--- config.mk ---
export PLATFORM = sky130hd
export DESIGN_NAME = eeb_device_flat
export DESIGN_NICKNAME = d
export VERILOG_FILES = /design/src/hdl/eeb_pkg.sv /design/src/hdl/eeb_if.sv /design/src/hdl/eeb_device.sv /design/src/flat_wrapper.sv
export SDC_FILE = /design/constraint.sdc
export NUM_CORES = 1
export LEC_CHECK = 0
export BUFFER_PORTS_ARGS = -buffer_cell sky130_fd_sc_hd__buf_2
export CAP_MARGIN = 20
export CORE_MARGIN = 1
export CORE_UTILIZATION = 50
export CTS_CLUSTER_SIZE = 14
export DETAILED_ROUTE_END_ITERATION = 6
export PLACE_DENSITY = 0.66
export SETUP_SLACK_MARGIN = 0.3
export SYNTH_ARGS = -nofsm -noshare
export SYNTH_HDL_FRONTEND = slang
export SYNTH_SLANG_ARGS = --single-unit
--- constraint.sdc ---
create_clock -name clk -period 3.1 [get_ports clk]
set_input_delay 0.31 -clock clk [delete_from_list [all_inputs] [get_ports clk]]
set_output_delay 0.31 -clock clk [all_outputs]
set_load 0.03 [all_outputs]
--- src/hdl/eeb_pkg.sv ---
package eeb_pkg;
  localparam int EEB_WORD_BITS = 8;
  localparam int EEB_RECOVER_CLOCKS = 9;
  localparam logic [3:0] EEB_DEV_PREFIX = 4'hA;
  localparam logic [2:0] EEB_DEV_ADDR_DEF = 3'h0;
  localparam int EEB_CLK_MHZ = 50;
  localparam int EEB_TBUF_NS = 4700;
  localparam int EEB_TBUF_CYC = (EEB_TBUF_NS * EEB_CLK_MHZ + 999) / 1000;
  localparam int EEB_TWR_US = 5000;
  localparam int EEB_TWR_CYC = EEB_TWR_US * EEB_CLK_MHZ;
  localparam int EEB_HALF_SCL_CYC = 125;
  localparam logic [7:0] EEB_IDLE_BYTE = 8'hFF;
endpackage

--- src/hdl/eeb_if.sv ---
`timescale 1ns/1ps
interface eeb_if;
  logic scl_o;
  logic scl_oe_n;
  logic sda_m_o;
  logic sda_m_oe_n;
  logic sda_d_o;
  logic sda_d_oe_n;
  logic scl;
  logic sda;
  modport device (
    input scl,
    input sda,
    output sda_d_o,
    output sda_d_oe_n
  );
  modport master (
    input scl,
    input sda,
    output scl_o,
    output scl_oe_n,
    output sda_m_o,
    output sda_m_oe_n
  );
endinterface

--- src/hdl/eeb_device.sv ---
`timescale 1ns/1ps
// Overview of operation
// sda changes only while scl low
// sda change with scl high is control
// sda fall, scl high is start
// sda rise, scl high is stop
// stop after read enters standby
// words are 8 bits, msb first
// device acknowledges on ninth clock
// standby at reset and after stop; a stop after a write goes busy first, standby when the write ends
// master recovers bus with nine clocks; code stops at nine scl falls, the first from idle high, or once sda reads high
// master waits bus free time after stop
// first word lsb selects read or write
// ack address only on match
// ignore bus during internal write
// release sda for one, never drive high
module eeb_device
  import eeb_pkg::*;
#(
  parameter int TWR_CYC = EEB_TWR_CYC,
  parameter logic [2:0] DEV_ADDR = EEB_DEV_ADDR_DEF
) (
  input wire logic clk,
  input wire logic arst_n,
  eeb_if.device bus,
  input wire logic [7:0] tx_data,
  output logic tx_take,
  output logic [7:0] rx_data,
  output logic rx_valid,
  output logic standby,
  output logic busy
);
  typedef enum logic [2:0] {
    EEB_ST_IDLE, EEB_ST_ADDR, EEB_ST_RX, EEB_ST_TX, EEB_ST_ACK, EEB_ST_MACK, EEB_ST_WRITE
  } eeb_dst_t;

  // three-stage samplers; stage one feeds only stage two
  logic [2:0] scl_sync_reg, scl_sync_next, sda_sync_reg, sda_sync_next;
  logic scl_reg, scl_next, sda_reg, sda_next;
  logic scl_rise, scl_fall, start_ev, stop_ev;
  eeb_dst_t st_reg, st_next, after_ack_reg, after_ack_next;
  logic [7:0] sh_reg, sh_next, rx_data_reg, rx_data_next;
  logic [3:0] bit_reg, bit_next;
  logic read_reg, read_next, wrote_reg, wrote_next, drive_low_reg, drive_low_next;
  logic rx_valid_reg, rx_valid_next, tx_take_reg, tx_take_next;
  logic [31:0] wr_cnt_reg, wr_cnt_next;

  always_comb begin
    scl_sync_next = {scl_sync_reg[1:0], bus.scl};
    sda_sync_next = {sda_sync_reg[1:0], bus.sda};
    scl_next = (scl_sync_reg[2] == scl_sync_reg[1]) ? scl_sync_reg[2] : scl_reg;
    sda_next = (sda_sync_reg[2] == sda_sync_reg[1]) ? sda_sync_reg[2] : sda_reg;
  end

  always_ff @(posedge clk or negedge arst_n) begin
    if (!arst_n) begin
      scl_sync_reg <= 3'h7;
      sda_sync_reg <= 3'h7;
      scl_reg <= 1'h1;
      sda_reg <= 1'h1;
    end else begin
      scl_sync_reg <= scl_sync_next;
      sda_sync_reg <= sda_sync_next;
      scl_reg <= scl_next;
      sda_reg <= sda_next;
    end
  end

  assign scl_rise = scl_next & ~scl_reg;
  assign scl_fall = ~scl_next & scl_reg;
  // data edges under a steady high clock are control events, not bits
  assign start_ev = scl_reg & scl_next & sda_reg & ~sda_next;
  assign stop_ev = scl_reg & scl_next & ~sda_reg & sda_next;

  always_comb begin
    st_next = st_reg;
    after_ack_next = after_ack_reg;
    sh_next = sh_reg;
    rx_data_next = rx_data_reg;
    bit_next = bit_reg;
    read_next = read_reg;
    wrote_next = wrote_reg;
    drive_low_next = drive_low_reg;
    rx_valid_next = 1'h0;
    tx_take_next = 1'h0;
    wr_cnt_next = wr_cnt_reg;
    if (st_reg == EEB_ST_WRITE) begin
      // inputs ignored until the self-timed write ends
      drive_low_next = 1'h0;
      if (wr_cnt_reg == 32'h0) begin
        st_next = EEB_ST_IDLE;
      end else begin
        wr_cnt_next = wr_cnt_reg - 32'h1;
      end
    end else if (stop_ev) begin
      drive_low_next = 1'h0;
      // a read after a dummy write commits nothing
      if (wrote_reg && !read_reg) begin
        st_next = EEB_ST_WRITE;
        wr_cnt_next = 32'(TWR_CYC);
      end else begin
        st_next = EEB_ST_IDLE;
      end
      wrote_next = 1'h0;
    end else if (start_ev) begin
      st_next = EEB_ST_ADDR;
      bit_next = 4'h0;
      drive_low_next = 1'h0;
    end else begin
      case (st_reg)
        EEB_ST_IDLE: begin
        end
        EEB_ST_ADDR, EEB_ST_RX: begin
          if (scl_rise) begin
            sh_next = {sh_reg[6:0], sda_reg};
            bit_next = bit_reg + 4'h1;
          end
          if (scl_fall && bit_reg == 4'(EEB_WORD_BITS)) begin
            bit_next = 4'h0;
            if (st_reg == EEB_ST_ADDR) begin
              read_next = sh_reg[0];
              if (sh_reg[7:1] == {EEB_DEV_PREFIX, DEV_ADDR}) begin
                drive_low_next = 1'h1;
                st_next = EEB_ST_ACK;
                after_ack_next = sh_reg[0] ? EEB_ST_TX : EEB_ST_RX;
              end else begin
                st_next = EEB_ST_IDLE;
              end
            end else begin
              rx_data_next = sh_reg;
              rx_valid_next = 1'h1;
              wrote_next = 1'h1;
              drive_low_next = 1'h1;
              st_next = EEB_ST_ACK;
              after_ack_next = EEB_ST_RX;
            end
          end
        end
        EEB_ST_ACK: begin
          if (scl_fall) begin
            st_next = after_ack_reg;
            bit_next = 4'h0;
            if (after_ack_reg == EEB_ST_TX) begin
              sh_next = {tx_data[6:0], 1'h0};
              drive_low_next = ~tx_data[7];
              tx_take_next = 1'h1;
            end else begin
              drive_low_next = 1'h0;
            end
          end
        end
        EEB_ST_TX: begin
          if (scl_rise) begin
            bit_next = bit_reg + 4'h1;
          end
          if (scl_fall) begin
            if (bit_reg == 4'(EEB_WORD_BITS)) begin
              drive_low_next = 1'h0;
              st_next = EEB_ST_MACK;
            end else begin
              drive_low_next = ~sh_reg[7];
              sh_next = {sh_reg[6:0], 1'h0};
            end
          end
        end
        EEB_ST_MACK: begin
          if (scl_rise) begin
            // master ack continues the read; no ack goes straight to idle
            st_next = sda_reg ? EEB_ST_IDLE : EEB_ST_ACK;
            after_ack_next = EEB_ST_TX;
          end
        end
        default: st_next = EEB_ST_IDLE;
      endcase
    end
  end

  always_ff @(posedge clk or negedge arst_n) begin
    if (!arst_n) begin
      st_reg <= EEB_ST_IDLE;
      after_ack_reg <= EEB_ST_IDLE;
      sh_reg <= 8'h00;
      rx_data_reg <= 8'h00;
      bit_reg <= 4'h0;
      read_reg <= 1'h0;
      wrote_reg <= 1'h0;
      drive_low_reg <= 1'h0;
      rx_valid_reg <= 1'h0;
      tx_take_reg <= 1'h0;
      wr_cnt_reg <= 32'h0;
    end else begin
      st_reg <= st_next;
      after_ack_reg <= after_ack_next;
      sh_reg <= sh_next;
      rx_data_reg <= rx_data_next;
      bit_reg <= bit_next;
      read_reg <= read_next;
      wrote_reg <= wrote_next;
      drive_low_reg <= drive_low_next;
      rx_valid_reg <= rx_valid_next;
      tx_take_reg <= tx_take_next;
      wr_cnt_reg <= wr_cnt_next;
    end
  end

  // open drain: only ever pull low
  assign bus.sda_d_o = 1'h0;
  assign bus.sda_d_oe_n = ~drive_low_reg;
  assign rx_data = rx_data_reg;
  assign rx_valid = rx_valid_reg;
  assign tx_take = tx_take_reg;
  assign standby = (st_reg == EEB_ST_IDLE);
  assign busy = (st_reg == EEB_ST_WRITE);
endmodule

--- src/flat_wrapper.sv ---
// flat-port wrapper written by rule: the top's interface ports become plain ports
module eeb_device_flat import eeb_pkg::*;
#(
  parameter int TWR_CYC = EEB_TWR_CYC,
  parameter logic [2:0] DEV_ADDR = EEB_DEV_ADDR_DEF
)
  (clk, arst_n, tx_data, tx_take, rx_data, rx_valid, standby, busy, bus_scl, bus_sda, bus_sda_d_o, bus_sda_d_oe_n);
  eeb_if bus_i ();
  input wire logic clk;
  input wire logic arst_n;
  input wire logic [7:0] tx_data;
  output logic tx_take;
  output logic [7:0] rx_data;
  output logic rx_valid;
  output logic standby;
  output logic busy;
  input wire logic [$bits(bus_i.scl)-1:0] bus_scl;
  input wire logic [$bits(bus_i.sda)-1:0] bus_sda;
  output wire logic [$bits(bus_i.sda_d_o)-1:0] bus_sda_d_o;
  output wire logic [$bits(bus_i.sda_d_oe_n)-1:0] bus_sda_d_oe_n;
  assign bus_i.scl = bus_scl;
  assign bus_i.sda = bus_sda;
  assign bus_sda_d_o = bus_i.sda_d_o;
  assign bus_sda_d_oe_n = bus_i.sda_d_oe_n;
  eeb_device #(.TWR_CYC(TWR_CYC), .DEV_ADDR(DEV_ADDR)) u_core (.clk(clk), .arst_n(arst_n), .bus(bus_i), .tx_data(tx_data), .tx_take(tx_take), .rx_data(rx_data), .rx_valid(rx_valid), .standby(standby), .busy(busy));
endmodule
==> results of run 1 <==
-- worst reg2reg max path, stage by stage (launching register included) --
cell	delay (ps)
dfrtp_1	390
or4_1	670
nor4_4	410
nand4_1	420
or3_1	440
a21oi_1	170
-- final cells by class --
| class | count | area, um^2 | share of cell area [%] |
|---|---|---|---|
| inverters | 11 | 41.3 | 0.962 |
| flip-flops and latches | 70 | 1760 | 41.0 |
| repair buffers | 35 | 215 | 5.01 |
| well taps | 99 | 124 | 2.89 |
| clock buffers | 10 | 138 | 3.21 |
| clock inverters | 6 | 92.6 | 2.16 |
| multi-input cells | 282 | 1920 | 44.7 |
-- synthesized netlist by cell type (all sizes together) (4+ instances only) --
| master | number |
|---|---|
| mux2 | 10 |
| and2 | 4 |
| nand3 | 16 |
| o21ai | 22 |
| nor2 | 29 |
| or4 | 8 |
| clkbuf | 17 |
| nor4 | 13 |
| o31ai | 7 |
| or3 | 17 |
| or2 | 5 |
| inv | 11 |
| a31oi | 7 |
| mux2i | 15 |
| dfrtp | 62 |
| nand3b | 5 |
| o311ai | 8 |
| a21oi | 32 |
| nand4b | 5 |
| dfstp | 8 |
| nand2 | 20 |
| nor3 | 11 |
-- power groups by stage --
stage / clock, mW / combinational, mW / sequential [mW]
2_1_floorplan: 0 / 1.38 / 1.43
3_3_place_gp: 0 / 1.69 / 1.51
3_5_place_dp: 0 / 1.72 / 1.52
4_1_cts: 0.870 / 1.73 / 1.51
5_1_grt: 0.918 / 1.93 / 1.56
6_report: 0.846 / 1.73 / 1.51
-- logic make-up after synthesis --
group	synth area share [%]
other cells	0.0988
fa+ha+maj	1.52
compound gates	16.5
buf+inv	3.20
simple gates	24.9
flops	46.4
mux	6.92
xor+xnor	0.461
-- worst paths after layout --
kind | end | depth (start not counted) | start
min in group clk | u_core.sda_sync_reg[0] | 1 | bus_sda
min reg2reg | u_core.sda_sync_reg[1] | 0 | u_core.sda_sync_reg[0]
max in group asynchronous | u_core.wr_cnt_reg[7] | 2 | arst_n
min | u_core.wr_cnt_reg[8] | 1 | arst_n
max reg2reg | u_core.wr_cnt_reg[24] | 5 | u_core.wr_cnt_reg[16]
max | u_core.wr_cnt_reg[24] | 5 | u_core.wr_cnt_reg[16]
-- cells in the final DEF, fill, tap and decap left out, drive strengths merged, types with 3 or more instances in the layout --
cell type  Yosys  layout
or3           17      17
nor2          29      29
nand2         20      20
o311ai         8       8
and4           3       3
nand3b         5       5
clkbuf        17      10
nand4          3       3
ha             3       3
nand3         16      16
or2            5       5
inv           11      13
mux2          10      10
mux2i         15      15
a211oi         3       3
a21oi         32      32
or4            8       8
dfrtp         62      62
nor3          11      11
and2           4       4
nand4b         5       5
o31ai          7       7
dfstp          8       8
nor4          13      13
buf            3      35
a31oi          7       7
o21ai         22      22
nand2b         3       3
-- metrics by stage --
step	hold slack [ps]	std cells	worst slack [ps]	utilization (%)	instance area, um^2
2_1_floorplan	14.4	383	673	-	3800
3_3_place_gp	346	497	502	55.7	4060
3_5_place_dp	347	497	438	55.7	4060
4_1_cts	42.5	513	430	58.9	4290
5_1_grt	37.2	513	255	58.9	4290
6_report	42.8	513	524	58.9	4290
-- routing by layer --
| metal | track usage (%) | vias up | part of all wire (%) | wire length [um] |
|---|---|---|---|---|
| met5 | 0 | - | 0 | 0 |
| met4 | 7.50 | 0 | 1.5 | 121 |
| met3 | 5.36 | 13 | 3.0 | 236 |
| met2 | 35.5 | 47 | 48 | 3760 |
| met1 | 30.2 | 1483 | 48 | 3770 |
| li1 | - | 1505 | - | - |
-- what timing repair did --
action,4_1_cts,5_1_grt
hold buffers,0,0
endpoints found under the setup margin,0,5
hold endpoints to repair,0,0
==> results.sh, run 1 <==
export IMPL_status="completed"
export IMPL_cts_buffers=9
export IMPL_cp_buffers_inverters=0
export IMPL_clkPwrFrac_pct=20.7
export IMPL_grt_overflow=0
export IMPL_ctsResizeCount=0
export IMPL_startpoint_type="flop"
export IMPL_die_area_um2=7950
export IMPL_core_area_um2=7290
export IMPL_irDropWorstVdd_mv=0.363
export IMPL_grt_first_pass_wirelength_um=13600
export IMPL_cp_arrival_ps=2840
export IMPL_p_int_mw=2.34
export IMPL_drcViolationCount=0
export IMPL_cts_buffer_depth=2
export IMPL_yosysUniqueCellTypes=64
export IMPL_yosys_warnings=0
export IMPL_grt_usage_pct=22.4
export IMPL_routedWlPerCell_um=15.4
export IMPL_cp_end_kind="flop"
export IMPL_cp_required_ps=3360
export IMPL_yosysSeqAreaShare_pct=46.4
export IMPL_syn_avg_cell_area_um2=9.91
export IMPL_fp_row_count=31
export IMPL_synth_edf_count=0
export IMPL_io_pins=26
export IMPL_drive_gt1_share_pct=22.5
export IMPL_syn_num_nets=398
export IMPL_clock_latency_ps=350
export IMPL_worst_setup_path_type="reg -> reg"
export IMPL_drt_initial_drc_count=111
export IMPL_fp_dieW_um=89.2
export IMPL_async_flop_share_pct=100
export IMPL_r2r_setup_slack_ps=520
export IMPL_grt_start_max_net_pins=37
export IMPL_setup_tns_final_ps=0
export IMPL_syn_to_final_growth_pct=13.0
export IMPL_clkTransAtPathRegs_ps=90
export IMPL_syn_cell_area_um2=3800
export IMPL_grt_pass1_vias=2841
export IMPL_diodes=0
export IMPL_skew_ps=13.4
export IMPL_setup_viol_count_final=0
export IMPL_fillers=666
export IMPL_worst_pin_slew_ps=910
export IMPL_hold_viol=0
export IMPL_synthCells=383
export IMPL_period_needed_ps=2580
export IMPL_seq_power_share_pct=37.0
export IMPL_num_vias=3048
export IMPL_synth_top_area_cell="dfrtp_1"
export IMPL_antenna_found_initial=0
export IMPL_power_mw=4.09
export IMPL_path_max_fanout=11
export IMPL_drv_cap=0
export IMPL_synth_area_leaders="dfrtp_1 (41%), dfstp_2 (5.5%), a21oi_1 (4.2%)"
export IMPL_cts_tree="done"
export IMPL_htree_levels=3
export IMPL_nNetsFinal=424
export IMPL_p_sw_mw=1.75
export IMPL_slew_viol_final=0
export IMPL_start_util_pct=52.1
export IMPL_relSlewSlack_pct=38.6
export IMPL_slowest_stage="or4_1"
export IMPL_cts_sinks=70
export IMPL_power_density_nw_per_um2=952
export IMPL_netlist_area_leader_share_pct=40.9
export IMPL_hpwl_um=5520
export IMPL_leakagePower_nw=1.83
export IMPL_fin_crit_sh_pct=83.1
export IMPL_power_frac_comb_pct=42.3
export IMPL_firstDrtPassIters=4
export IMPL_hold_path_class="in -> async"
export IMPL_cp_top_family="simple AND/OR/NAND/NOR gates"
export IMPL_portBuffers=24
export IMPL_die_h_um=89.2
export IMPL_max_freq_mhz=388
export IMPL_path_cells="or4_1 > nor4_4 > nand4_1 > or3_1 > a21oi_1"
export IMPL_synth_ff_latch_count=70
export IMPL_drt_wl_total_um=7890
export IMPL_final_antenna_net_count=0
export IMPL_drt_vias_per_instance=5.94
export IMPL_cts_root_buf="clkbuf_8"
export IMPL_ys_flop_type="dfrtp_1"
export IMPL_largest_reg_flops=32
export IMPL_max_stage_delay_ps=670
export IMPL_cts_setup_buffers=0
export IMPL_swShare_pct=42.7
export IMPL_gp_congestion=0.846
export IMPL_rsz0062_at_grt="true"
(Power assumes the default switching activity.)
==> inputs of run 2 (changes only) <==
--- a/config.mk
+++ b/config.mk
@@ -11,7 +11,7 @@
 export CORE_UTILIZATION = 50
 export CTS_CLUSTER_SIZE = 14
 export DETAILED_ROUTE_END_ITERATION = 6
-export PLACE_DENSITY = 0.66
+export PLACE_DENSITY = 0.69
 export SETUP_SLACK_MARGIN = 0.3
 export SYNTH_ARGS = -nofsm -noshare
 export SYNTH_HDL_FRONTEND = slang
==> constraint.sdc (replaced) <==
create_clock -name clk -period 2.25 [get_ports clk]
set_input_delay 0.225 -clock clk [delete_from_list [all_inputs] [get_ports clk]]
set_output_delay 0.225 -clock clk [all_outputs]
set_load 0.03 [all_outputs]
==> results.sh, run 2 (synthesis results as in run 1) <==
export IMPL_status="complete, but fails checks"
export IMPL_violations="setup timing"
export IMPL_startpoint_type="flop"
export IMPL_largest_reg_flops=32
export IMPL_cp_arrival_ps=2520
export IMPL_grt_start_max_net_pins=32
export IMPL_antenna_found_initial=0
export IMPL_max_stage_delay_ps=540
export IMPL_fp_dieW_um=89.2
export IMPL_layout_commonest_cell="dfrtp_1"
export IMPL_p_sw_mw=2.99
export IMPL_pre_cts_slack_ps=-27.5
export IMPL_clock_latency_ps=350
export IMPL_setup_viol_count_final=2
export IMPL_diodes=0
export IMPL_wl_met3_um=536
export IMPL_num_vias=3473
export IMPL_cp_required_ps=2500
export IMPL_clkPwrFrac_pct=15.3
export IMPL_die_h_um=89.2
export IMPL_swShare_pct=44.2
export IMPL_hold_viol=0
export IMPL_wl_met2_um=5010
export IMPL_drt_wl_total_um=10100
export IMPL_rsz0062_at_grt="true"
export IMPL_htree_levels=3
export IMPL_power_frac_comb_pct=53.4
export IMPL_die_area_um2=7950
export IMPL_fin_crit_sh_pct=101
export IMPL_cts_sinks=70
export IMPL_route_layer_met1_wl_um=4350
export IMPL_firstDrtPassIters=5
export IMPL_path_max_fanout=4
export IMPL_period_needed_ps=2280
export IMPL_core_area_um2=7290
export IMPL_skew_ps=9.06
export IMPL_worst_slack_ps=-28.5
export IMPL_cts_buffers=9
export IMPL_drcViolationCount=0
export IMPL_seq_power_share_pct=31.3
export IMPL_grt_first_pass_wirelength_um=15100
export IMPL_cp_common_cell="or4_4"
export IMPL_clkTransAtPathRegs_ps=80
export IMPL_final_core_util_pct=70.6
export IMPL_layout_common_cells="dfrtp_1 (60), buf_4 (48), buf_2 (24), a21oi_1 (23), nor2_1 (19)"
export IMPL_cp_top_family="simple AND/OR/NAND/NOR gates"
export IMPL_hold_path_class="in -> reg"
export IMPL_drive_gt1_share_pct=44.4
export IMPL_drt_vias_per_instance=6.07
export IMPL_dp_cells=523
export IMPL_syn_to_final_growth_pct=35.6
export IMPL_slew_viol_final=0
export IMPL_fp_row_count=31
export IMPL_power_density_nw_per_um2=1320
export IMPL_setup_tns_final_ps=-42.3
export IMPL_gp_congestion=0.849
export IMPL_instances_no_fill=572
export IMPL_cts_buffer_depth=2
export IMPL_worst_pin_slew_ps=726
export IMPL_hpwl_um=6110
export IMPL_max_freq_mhz=439
export IMPL_cp_buffers_inverters=2
export IMPL_power_mw=6.77
export IMPL_grt_usage_pct=25.0
export IMPL_slowest_stage="or4_4"
export IMPL_worst_setup_path_type="reg -> reg"
export IMPL_final_antenna_net_count=0
export IMPL_relSlewSlack_pct=51.6
export IMPL_routedWlPerCell_um=17.6
export IMPL_highest_layer="met4"
export IMPL_nNetsFinal=483
export IMPL_portBuffers=24
export IMPL_drt_initial_drc_count=261
export IMPL_irDropWorstVdd_mv=0.615
export IMPL_grt_pass1_vias=3127
export IMPL_leakagePower_nw=2.20
export IMPL_grt_overflow=0
export IMPL_drv_cap=0
export IMPL_path_cells="or4_4 > or4_4 > buf_12 > nor4_4 > buf_4 > o21ai_2 > o22a_1"
export IMPL_cp_end_kind="flop"
export IMPL_start_util_pct=52.1
export IMPL_cts_root_buf="clkbuf_8"
export IMPL_p_int_mw=3.78
export IMPL_cts_tree="done"
export IMPL_io_pins=26
[run 2: changes by cell type in the layout (fill, tap and decap cells not counted), moves of 8 or more]
| cell | previous run | this run |
|---|---|---|
| buf_4 | 10 | 48 |
| buf_6 | 0 | 14 |
| o21ai_0 | 17 | 5 |
| nor2_1 | 29 | 19 |
| a21oi_1 | 32 | 23 |
| a21oi_2 | 0 | 9 |
| o21ai_2 | 0 | 9 |
| o311ai_0 | 8 | 0 |
[run 2: worst register-to-register path, cell delays in order (launching register included)]
cell and delay [ps]:
dfrtp_1 380, or4_4 540, or4_4 470, buf_12 150
nor4_4 230, buf_4 180, o21ai_2 50, o22a_1 160
[run 2: layout make-up]
cell class                 instances  area [um^2]
clock inverter                     6         61.3
timing repair buffer              93          736
multi-input combinational        283         2280
fill                             546         2140
tap                               99          124
inverter                          11         41.3
sequential                        70         1760
clock buffer                      10          138
[run 2: final timing paths]
kind | cells after the start | to | slack, ps | start
worst max-delay path | 7 | u_core.st_reg[1] | -30 | u_core.wr_cnt_reg[13]
worst min-delay path | 3 | u_core.sh_reg[2] | 170 | tx_data[1]
worst max register to register | 7 | u_core.st_reg[1] | -30 | u_core.wr_cnt_reg[13]
worst min register to register | 0 | u_core.scl_sync_reg[1] | 360 | u_core.scl_sync_reg[0]
max in group asynchronous | 3 | u_core.wrote_reg | 1130 | arst_n
min in group asynchronous | 2 | u_core.wr_cnt_reg[10] | 460 | arst_n
[run 2: power groups by stage]
stage	clock network, mW	logic, mW	registers [mW]
after global placement	0	2.72	2.05
after detailed placement	0	2.80	2.07
after floorplan	0	2.03	1.97
after CTS	1.05	3.15	2.05
after global routing	1.10	3.90	2.17
final	1.04	3.62	2.12
[run 2: per-stage QoR]
step / hold slack (ps) / instance area [um^2]
floorplan: -70.6 / 3940
global placement: 315 / 4330
detailed placement: 321 / 4330
CTS: 165 / 4840
global route: 180 / 5150
finish: 173 / 5150
[run 2: timing repair]
action                     in CTS  in global routing
resized for setup              34                 59
hold endpoints to repair       23                  0
setup endpoints to repair      55                 57
hold buffers                    3                  0
pin swaps                      33                 24
gates cloned                    0                  2
setup buffers                  19                  9
[run 2: metal layers]
layer | vias to the layer above | global-route usage (%)
li1 | 1622 | -
met1 | 1721 | 34.3
met5 | - | 0
met4 | 0 | 8.95
met3 | 18 | 3.79
met2 | 112 | 40.3
